### src/hdl/pmcg_defines.vh
// pmcg_defines.vh: register offsets, field positions and reset values
// assumes: included by bare name from the power manager slice modules
`ifndef PMCG_DEFINES_VH
`define PMCG_DEFINES_VH
// register indices as printed; byte address is four times the index
`define PMCG_IDX_IRQ_ENABLE_CLEAR 8'h34
`define PMCG_IDX_IRQ_ENABLE_SET   8'h35
`define PMCG_IDX_IRQ_FLAGS        8'h36
`define PMCG_IDX_LAST_RESET_SRC   8'h38
// registers of our own for the clock mask and the wrapper interrupt block
`define PMCG_IDX_BUS_C_MASK       8'h20
`define PMCG_IDX_EVT_STATUS       8'h40
`define PMCG_IDX_EVT_CLEAR        8'h41
`define PMCG_IDX_EVT_ENABLE       8'h42
// clock mask fields
`define PMCG_MASK_WIDTH           12
`define PMCG_MASK_RESET           12'h000
`define PMCG_BIT_ACCESS_GUARD_C   0
`define PMCG_BIT_EVENT_ROUTER     1
`define PMCG_LSB_SERIAL           2
`define PMCG_LSB_TIMER            8
// interrupt enable and flag fields
`define PMCG_BIT_CLOCK_READY      0
`define PMCG_BIT_CLOCK_FAILURE    1
`define PMCG_IRQ_RESET            2'h0
// reset cause fields
`define PMCG_RC_POWER_ON          0
`define PMCG_RC_CORE_BROWNOUT     1
`define PMCG_RC_IO_BROWNOUT       2
`define PMCG_RC_PIN               4
`define PMCG_RC_WATCHDOG          5
`define PMCG_RC_SOFTWARE          6
`define PMCG_RC_RESET             8'h01
// wrapper event status bits
`define PMCG_EV_CLOCK_READY       0
`define PMCG_EV_CLOCK_FAILURE     1
`endif

### src/hdl/pmcg_top.v
// pmcg_top.v: power manager slice with peripheral bus c clock gates,
// clock ready/failure interrupt enables and flags, and the reset cause.
// assumes: Avalon-MM master on clk_i; reset cause strobes come from the
// reset controller and are held stable across the release of rst_i.
// Summary of operation
// - mask bits 8..11 gate timer units 0..3 clocks, one runs
// - mask bits 2..7 gate serial units 0..5 clocks, one runs
// - mask bit 1 gates the event router clock
// - mask bit 0 gates the access guard c clock
// - clear-register bit 1 one clears failure enable and its request
// - clear-register bit 0 one clears ready enable and its request
// - set-register bit 0 one sets the clock ready enable
// - both enable registers read shared state; enabled flag raises request
// - clock ready flag sets when cpu and bus clocks reach selection
// - writing one to clock ready flag clears it, zero keeps it
// - reset cause bit 0 marks power-on; reset value 0x01
// - reset cause bit 1 marks a core supply brownout reset
// - reset cause bit 2 marks an io supply brownout reset
// - reset cause bit 4 marks a pin reset
// - reset cause bit 5 marks a watchdog reset
// - reset cause bit 6 marks a software reset request
//
// Decided for this implementation: the Avalon-MM interface to the registers.
`timescale 1ns/1ps
`include "pmcg_defines.vh"
module pmcg_top (
  input  wire        clk_i,
  input  wire        rst_i,
  // avalon-mm slave, word addressed by register index
  input  wire [7:0]  avs_address_i,
  input  wire        avs_read_i,
  input  wire        avs_write_i,
  input  wire [31:0] avs_writedata_i,
  input  wire [3:0]  avs_byteenable_i,
  output reg  [31:0] avs_readdata_o,
  output wire        avs_waitrequest_o,
  // clock status from the clock generator, asynchronous levels
  input  wire        clock_ready_i,
  input  wire        clock_failure_i,
  // reset cause strobes, held by the reset controller around rst_i
  input  wire        power_on_cause_i,
  input  wire        core_supply_brownout_i,
  input  wire        io_supply_brownout_i,
  input  wire        pin_reset_cause_i,
  input  wire        watchdog_cause_i,
  input  wire        software_reset_cause_i,
  // peripheral bus c clock enables
  output wire        access_guard_c_clk_en_o,
  output wire        event_router_clk_en_o,
  output wire [5:0]  serial_unit_clk_en_o,
  output wire [3:0]  timer_unit_clk_en_o,
  // interrupt outputs
  output wire        irq_request_o,
  output wire        evt_irq_o
);
  reg  [`PMCG_MASK_WIDTH-1:0] clk_mask;
  reg  [1:0]  irq_enable;
  reg  [1:0]  irq_flags;
  reg  [7:0]  last_reset_source;
  reg  [1:0]  evt_status;
  reg  [1:0]  evt_enable;
  reg         ack;
  reg         rc_pending;
  reg  [1:0]  status_d;
  wire [1:0]  status_s;
  wire        req;
  wire        wr_stb;
  wire        rd_stb;
  wire [7:0]  wb;
  wire [1:0]  rise;
  wire        wr_mask;
  wire        wr_iclr;
  wire        wr_iset;
  wire        wr_flag;
  wire        wr_eclr;
  wire        wr_een;

  // status levels cross into clk_i before any logic reads them
  pmcg_sync #(
    .WIDTH (2)
  ) u_sync (
    .clk_i     (clk_i),
    .rst_i     (rst_i),
    .d_i       ({clock_failure_i, clock_ready_i}),
    .rst_val_i (2'h0),
    .q_o       (status_s)
  );

  // one wait cycle per access keeps the read data registered
  assign req               = avs_read_i | avs_write_i;
  assign avs_waitrequest_o = req & ~ack;
  assign wr_stb            = avs_write_i & ack;
  assign rd_stb            = avs_read_i & ~ack;
  assign wb                = avs_byteenable_i[0] ? avs_writedata_i[7:0] : 8'h00;
  assign wr_mask = wr_stb & (avs_address_i == `PMCG_IDX_BUS_C_MASK);
  assign wr_iclr = wr_stb & (avs_address_i == `PMCG_IDX_IRQ_ENABLE_CLEAR);
  assign wr_iset = wr_stb & (avs_address_i == `PMCG_IDX_IRQ_ENABLE_SET);
  assign wr_flag = wr_stb & (avs_address_i == `PMCG_IDX_IRQ_FLAGS);
  assign wr_eclr = wr_stb & (avs_address_i == `PMCG_IDX_EVT_CLEAR);
  assign wr_een  = wr_stb & (avs_address_i == `PMCG_IDX_EVT_ENABLE);
  assign rise    = status_s & ~status_d;

  // handshake phase toggle
  always @(posedge clk_i or posedge rst_i) begin
    if (rst_i) begin
      ack <= 1'b0;
    end else begin
      ack <= req & ~ack;
    end
  end

  // clock gate mask; byte lanes 0 and 1 carry the twelve bits
  always @(posedge clk_i or posedge rst_i) begin
    if (rst_i) begin
      clk_mask <= `PMCG_MASK_RESET;
    end else if (wr_mask) begin
      if (avs_byteenable_i[0]) begin
        clk_mask[7:0] <= avs_writedata_i[7:0];
      end
      if (avs_byteenable_i[1]) begin
        clk_mask[11:8] <= avs_writedata_i[11:8];
      end
    end
  end

  // one lets the unit's bus clock run, zero stops it
  assign timer_unit_clk_en_o     = clk_mask[`PMCG_LSB_TIMER+3:`PMCG_LSB_TIMER];
  assign serial_unit_clk_en_o    = clk_mask[`PMCG_LSB_SERIAL+5:`PMCG_LSB_SERIAL];
  assign event_router_clk_en_o   = clk_mask[`PMCG_BIT_EVENT_ROUTER];
  assign access_guard_c_clk_en_o = clk_mask[`PMCG_BIT_ACCESS_GUARD_C];

  // shared enable state; set and clear writes go to separate addresses
  always @(posedge clk_i or posedge rst_i) begin
    if (rst_i) begin
      irq_enable <= `PMCG_IRQ_RESET;
    end else if (wr_iclr) begin
      irq_enable[`PMCG_BIT_CLOCK_FAILURE] <=
        irq_enable[`PMCG_BIT_CLOCK_FAILURE] & ~wb[`PMCG_BIT_CLOCK_FAILURE];
      irq_enable[`PMCG_BIT_CLOCK_READY] <=
        irq_enable[`PMCG_BIT_CLOCK_READY] & ~wb[`PMCG_BIT_CLOCK_READY];
    end else if (wr_iset) begin
      irq_enable[`PMCG_BIT_CLOCK_READY] <=
        irq_enable[`PMCG_BIT_CLOCK_READY] | wb[`PMCG_BIT_CLOCK_READY];
      irq_enable[`PMCG_BIT_CLOCK_FAILURE] <=
        irq_enable[`PMCG_BIT_CLOCK_FAILURE] | wb[`PMCG_BIT_CLOCK_FAILURE];
    end
  end

  // flags set on the rising status level; a set in the clear cycle wins
  always @(posedge clk_i or posedge rst_i) begin
    if (rst_i) begin
      status_d  <= 2'h0;
      irq_flags <= `PMCG_IRQ_RESET;
    end else begin
      status_d <= status_s;
      irq_flags[`PMCG_BIT_CLOCK_READY] <= rise[`PMCG_EV_CLOCK_READY] |
        (irq_flags[`PMCG_BIT_CLOCK_READY] &
         ~(wr_flag & wb[`PMCG_BIT_CLOCK_READY]));
      irq_flags[`PMCG_BIT_CLOCK_FAILURE] <= rise[`PMCG_EV_CLOCK_FAILURE] |
        (irq_flags[`PMCG_BIT_CLOCK_FAILURE] &
         ~(wr_flag & wb[`PMCG_BIT_CLOCK_FAILURE]));
    end
  end

  // request withdrawn at once when its enable is cleared
  assign irq_request_o = |(irq_enable & irq_flags);

  // wrapper event block: sticky status, write-one clear, enable mask
  always @(posedge clk_i or posedge rst_i) begin
    if (rst_i) begin
      evt_status <= 2'h0;
      evt_enable <= 2'h0;
    end else begin
      evt_status <= rise | (evt_status & ~({2{wr_eclr}} & wb[1:0]));
      if (wr_een) begin
        evt_enable <= wb[1:0];
      end
    end
  end

  assign evt_irq_o = |(evt_status & evt_enable);

  // reset cause is caught at the first edge after release, not in reset,
  // since an async reset may only load a constant
  always @(posedge clk_i or posedge rst_i) begin
    if (rst_i) begin
      rc_pending        <= 1'b1;
      last_reset_source <= `PMCG_RC_RESET;
    end else if (rc_pending) begin
      rc_pending <= 1'b0;
      // priority keeps exactly one bit set when strobes overlap
      if (power_on_cause_i) begin
        last_reset_source <= 8'h01 << `PMCG_RC_POWER_ON;
      end else if (core_supply_brownout_i) begin
        last_reset_source <= 8'h01 << `PMCG_RC_CORE_BROWNOUT;
      end else if (io_supply_brownout_i) begin
        last_reset_source <= 8'h01 << `PMCG_RC_IO_BROWNOUT;
      end else if (pin_reset_cause_i) begin
        last_reset_source <= 8'h01 << `PMCG_RC_PIN;
      end else if (watchdog_cause_i) begin
        last_reset_source <= 8'h01 << `PMCG_RC_WATCHDOG;
      end else if (software_reset_cause_i) begin
        last_reset_source <= 8'h01 << `PMCG_RC_SOFTWARE;
      end else begin
        last_reset_source <= `PMCG_RC_RESET;
      end
    end
  end

  // read data registered in the wait cycle; unmapped reads return zero
  always @(posedge clk_i or posedge rst_i) begin
    if (rst_i) begin
      avs_readdata_o <= 32'h0000_0000;
    end else if (rd_stb) begin
      case (avs_address_i)
        `PMCG_IDX_BUS_C_MASK: begin
          avs_readdata_o <= {20'h0_0000, clk_mask};
        end
        `PMCG_IDX_IRQ_ENABLE_CLEAR, `PMCG_IDX_IRQ_ENABLE_SET: begin
          avs_readdata_o <= {30'h0000_0000, irq_enable};
        end
        `PMCG_IDX_IRQ_FLAGS: begin
          avs_readdata_o <= {30'h0000_0000, irq_flags};
        end
        `PMCG_IDX_LAST_RESET_SRC: begin
          avs_readdata_o <= {24'h00_0000, last_reset_source};
        end
        `PMCG_IDX_EVT_STATUS: begin
          avs_readdata_o <= {30'h0000_0000, evt_status};
        end
        `PMCG_IDX_EVT_ENABLE: begin
          avs_readdata_o <= {30'h0000_0000, evt_enable};
        end
        default: begin
          avs_readdata_o <= 32'h0000_0000;
        end
      endcase
    end
  end
endmodule

### src/hdl/pmcg_sync.v
// pmcg_sync.v: two-stage synchroniser for a vector of level inputs
// assumes: inputs are asynchronous to clk_i; only the second stage is read
`timescale 1ns/1ps
module pmcg_sync #(
  parameter WIDTH = 1
) (
  input  wire             clk_i,
  input  wire             rst_i,
  input  wire [WIDTH-1:0] d_i,
  input  wire [WIDTH-1:0] rst_val_i,
  output reg  [WIDTH-1:0] q_o
);
  reg [WIDTH-1:0] meta;

  // first stage feeds only the second stage
  always @(posedge clk_i or posedge rst_i) begin
    if (rst_i) begin
      meta <= {WIDTH{1'b0}};
      q_o  <= {WIDTH{1'b0}};
    end else begin
      meta <= d_i;
      q_o  <= meta;
    end
  end
endmodule

### config.mk
export PLATFORM = sky130hd
export DESIGN_NAME = pmcg_top
export DESIGN_NICKNAME = d
export VERILOG_FILES = /design/src/hdl/pmcg_top.v /design/src/hdl/pmcg_sync.v
export VERILOG_INCLUDE_DIRS = /design/src /design/src/hdl
export SDC_FILE = /design/constraint.sdc
export NUM_CORES = 1
export LEC_CHECK = 0
export BUFFER_PORTS_ARGS = -buffer_cell sky130_fd_sc_hd__buf_2
export CELL_PAD_IN_SITES_DETAIL_PLACEMENT = 1
export CELL_PAD_IN_SITES_GLOBAL_PLACEMENT = 2
export CORE_MARGIN = 3
export CORE_UTILIZATION = 25
export CTS_CLUSTER_DIAMETER = 50
export DETAILED_ROUTE_END_ITERATION = 16
export PLACE_DENSITY_LB_ADDON = 0.05
export SLEW_MARGIN = 15
export SYNTH_ARGS = -nofsm -noshare
export SYNTH_HDL_FRONTEND = slang
export SYNTH_HIERARCHICAL = 1
export SYNTH_SLANG_ARGS = --single-unit
### constraint.sdc
create_clock -name clk_i -period 1.46 [get_ports clk_i]
set_clock_uncertainty 0.15 [all_clocks]
set_input_delay 0.219 -clock clk_i [delete_from_list [all_inputs] [get_ports clk_i]]
set_output_delay 0.219 -clock clk_i [all_outputs]
set_load 0.05 [all_outputs]
==> results.md <==
- Sequential share of the synthesized area: 0.528
- Wire per inst: 15.6 µm
- Kind of critical path: reg -> reg
- Yosys warnings: 6
- Die area: 0.00989 mm²
- Pin count of the biggest net entering global routing: 43
- R2R Setup Slk: -0.17 ns
- GR Overflow Total: 0
- Final nets: 356
- Total Routing Usage GR: 0.132
- Most frequent cells in the layout: buf_2 (56), dfrtp_1 (44), buf_4 (32)
- P_leak: 1.61 nW
- Final Cycle Share: 1.12
- Drt drc: 0
- Max-Cap Viols: 0
- Routed wire length: 6350 µm
- Register bit total from synthesis: 46
- Die height: 99.5 µm
- Initial DRC Count: 71
- Num CTS Buffers: 5
- CTS Sinks: 46
- CP Capture Type: register
- Fin util: 0.401
- Hold Path Class: in -> reg
- Vias in the first global route: 1,960
- Post-Synthesis Cell Area: 0.00218 mm²
- Setup ws final: -0.170 ns
- Pre-CTS setup slack: -0.461 ns
- Post-synth EDFFs: 0
- GP Congestion: 0.698
- Final Setup Violations: 19
- Startpoint Class: register
- Status: complete, but fails checks
- Post-synth ARST share: 1.00
- Failing checks: setup timing
- Ys flop type: dfrtp_1
- Maximum fanout along the worst path: 5
- Min cycle time layout: 1.63 ns
- Clock-pin slew on the worst setup and hold paths: 0.09 ns
- H-tree depth: 2
- Vias: 1,814
- Fmax: 613 MHz
- First-pass GRT wire length: 10,200 µm
- Antenna viol nets, final: 0
- Worst vdd ir: 499 µV
- Starting Density: 0.262
- CTS Buffer Depth: 2
- Slew Limit Fails: 0
- Syn Area/Cell: 11.6 µm²
- Std cell rows: 33
- HPWL Detailed: 4700 µm
- Mapped Cells: 188
- Pwr/cell area: 919 mW/mm²
- Core area: 0.00834 mm²
- CTS tree: yes
- Die X: 99.5 µm
- PortBufs: 60
- CTS root buf: clkbuf_8
- Commonest non-fill, non-tap cell in the layout: buf_2
- CP arrival: 1.67 ns
- Data required, critical path: 1.50 ns
- Initial antenna violation count: 0
- Avg Vias per Cell: 4.47
- Layout cells sized above 1: 0.492
- Clk_lat worst skew: 0.30 ns
- Ant diodes: 0
- Area Growth Syn to Fin: 53.1%
- Final hold vios: 0
- Fill count: 925
- Count of cell types in the netlist: 35
- Ports: 103
- Detailed-router iteration count before antenna repair: 4
- RSZ-0062 raised after global routing: yes
==> kinds of logic (layout without fill, tap and decap cells) <==
| group | Yosys count | count (layout) | synth area share |
|---|---|---|---|
| compound gates | 35 | 35 | 0.124 |
| buf+inv | 35 | 128 | 0.0986 |
| flops | 46 | 46 | 0.528 |
| mux | 18 | 18 | 0.0905 |
| other cells | 1 | 21 | 0.00172 |
| simple gates | 53 | 53 | 0.156 |
==> per-layer routing <==
| layer | wire length, µm | track usage | part of all wire |
|---|---|---|---|
| met3 | 273 | 0.0259 | 0.043 |
| met1 | 2760 | 0.173 | 0.43 |
| met5 | 0 | 0 | 0 |
| met2 | 3260 | 0.223 | 0.51 |
| met4 | 59 | 0.0378 | 0.0093 |
==> registers in the layout, summed over array words and instances, names as in the netlist, named ones only <==
| signal | flops |
|---|---|
| ack | 1 |
| avs_readdata_o | 12 |
| clk_mask | 12 |
| evt_enable | 2 |
| evt_status | 2 |
| irq_flags | 2 |
| last_reset_source | 6 |
| rc_pending | 1 |
| status_d | 2 |
| u_sync/meta | 2 |
| u_sync/q_o | 2 |
==> critical path, cell delays in order, from the launching register on <==
cell and delay (ns):
dfrtp_1 0.42, buf_4 0.18, nand3b_1 0.13, nor4_2 0.28, mux2_2 0.36
==> path summary, 6_finish.rpt <==
path / start / depth (start not counted) / endpoint
max: ack / 4 / register
min reg2reg: u_sync/meta[1] / 0 / u_sync/q_o[1]
min: avs_writedata_i[6] / 2 / clk_mask[6]
max reg2reg: ack / 4 / register
min in group asynchronous: rst_i / 3 / u_sync/meta[1]
max in group asynchronous: rst_i / 4 / rc_pending
==> stage by stage <==
step	power, mW	instance area (µm²)	std cells	setup TNS, ns	hold WS, ns
final	3.07	3340	406	-2.28	0.0133
after global routing	3.23	3340	406	-3.59	0.00312
after CTS	3.10	3250	401	-2.58	0.00119
after detailed placement	1.86	2830	377	-11.18	-0.0341
after global placement	1.85	2830	377	-10.71	-0.0355
after floorplan	1.71	2340	208	-7.96	-0.165
==> power breakdown <==
group	internal (mW)	total [mW]	switching [mW]
Combinational	0.197	0.562	0.365
Clock	0.730	1.16	0.432
Sequential	1.32	1.35	0.0313
Total	2.24	3.07	0.828
==> synth_stat cells (all sizes together), types with 3 or more instances <==
library cell | instances | share of area
a211oi | 4 | 0.014
a22o | 8 | 0.032
a22oi | 4 | 0.014
buf | 22 | 0.076
clkbuf | 3 | 0.0052
dfrtp | 44 | 0.50
inv | 10 | 0.017
mux2 | 14 | 0.072
mux2i | 4 | 0.018
nand2 | 12 | 0.021
nand2b | 7 | 0.020
nand3 | 6 | 0.014
nand3b | 3 | 0.010
nand4b | 3 | 0.012
nor2 | 4 | 0.0069
nor4 | 6 | 0.034
o21ai | 4 | 0.0092
o31ai | 4 | 0.014
o41ai | 6 | 0.024
==> what timing repair did <==
action / CTS / global route
setup buffers: 3 / 5
gates cloned: 0 / 0
hold buffers: 13 / 0
pin swaps: 8 / 5
resized for setup: 24 / 10
endpoints found under the setup margin: 34 / 35
hold endpoints to repair: 55 / 0
==> layout make-up <==
class	count	area, µm²	share of cell area
Sequential cell	46	1150	0.345
Multi-Input combinational cell	127	1100	0.329
Timing Repair Buffer	110	778	0.233
Tap cell	105	131	0.0393
Clock buffer	6	82.6	0.0247
Clock inverter	2	60.1	0.0180
Inverter	10	37.5	0.0112
No activity file was read; power rests on OpenSTA's default activity.
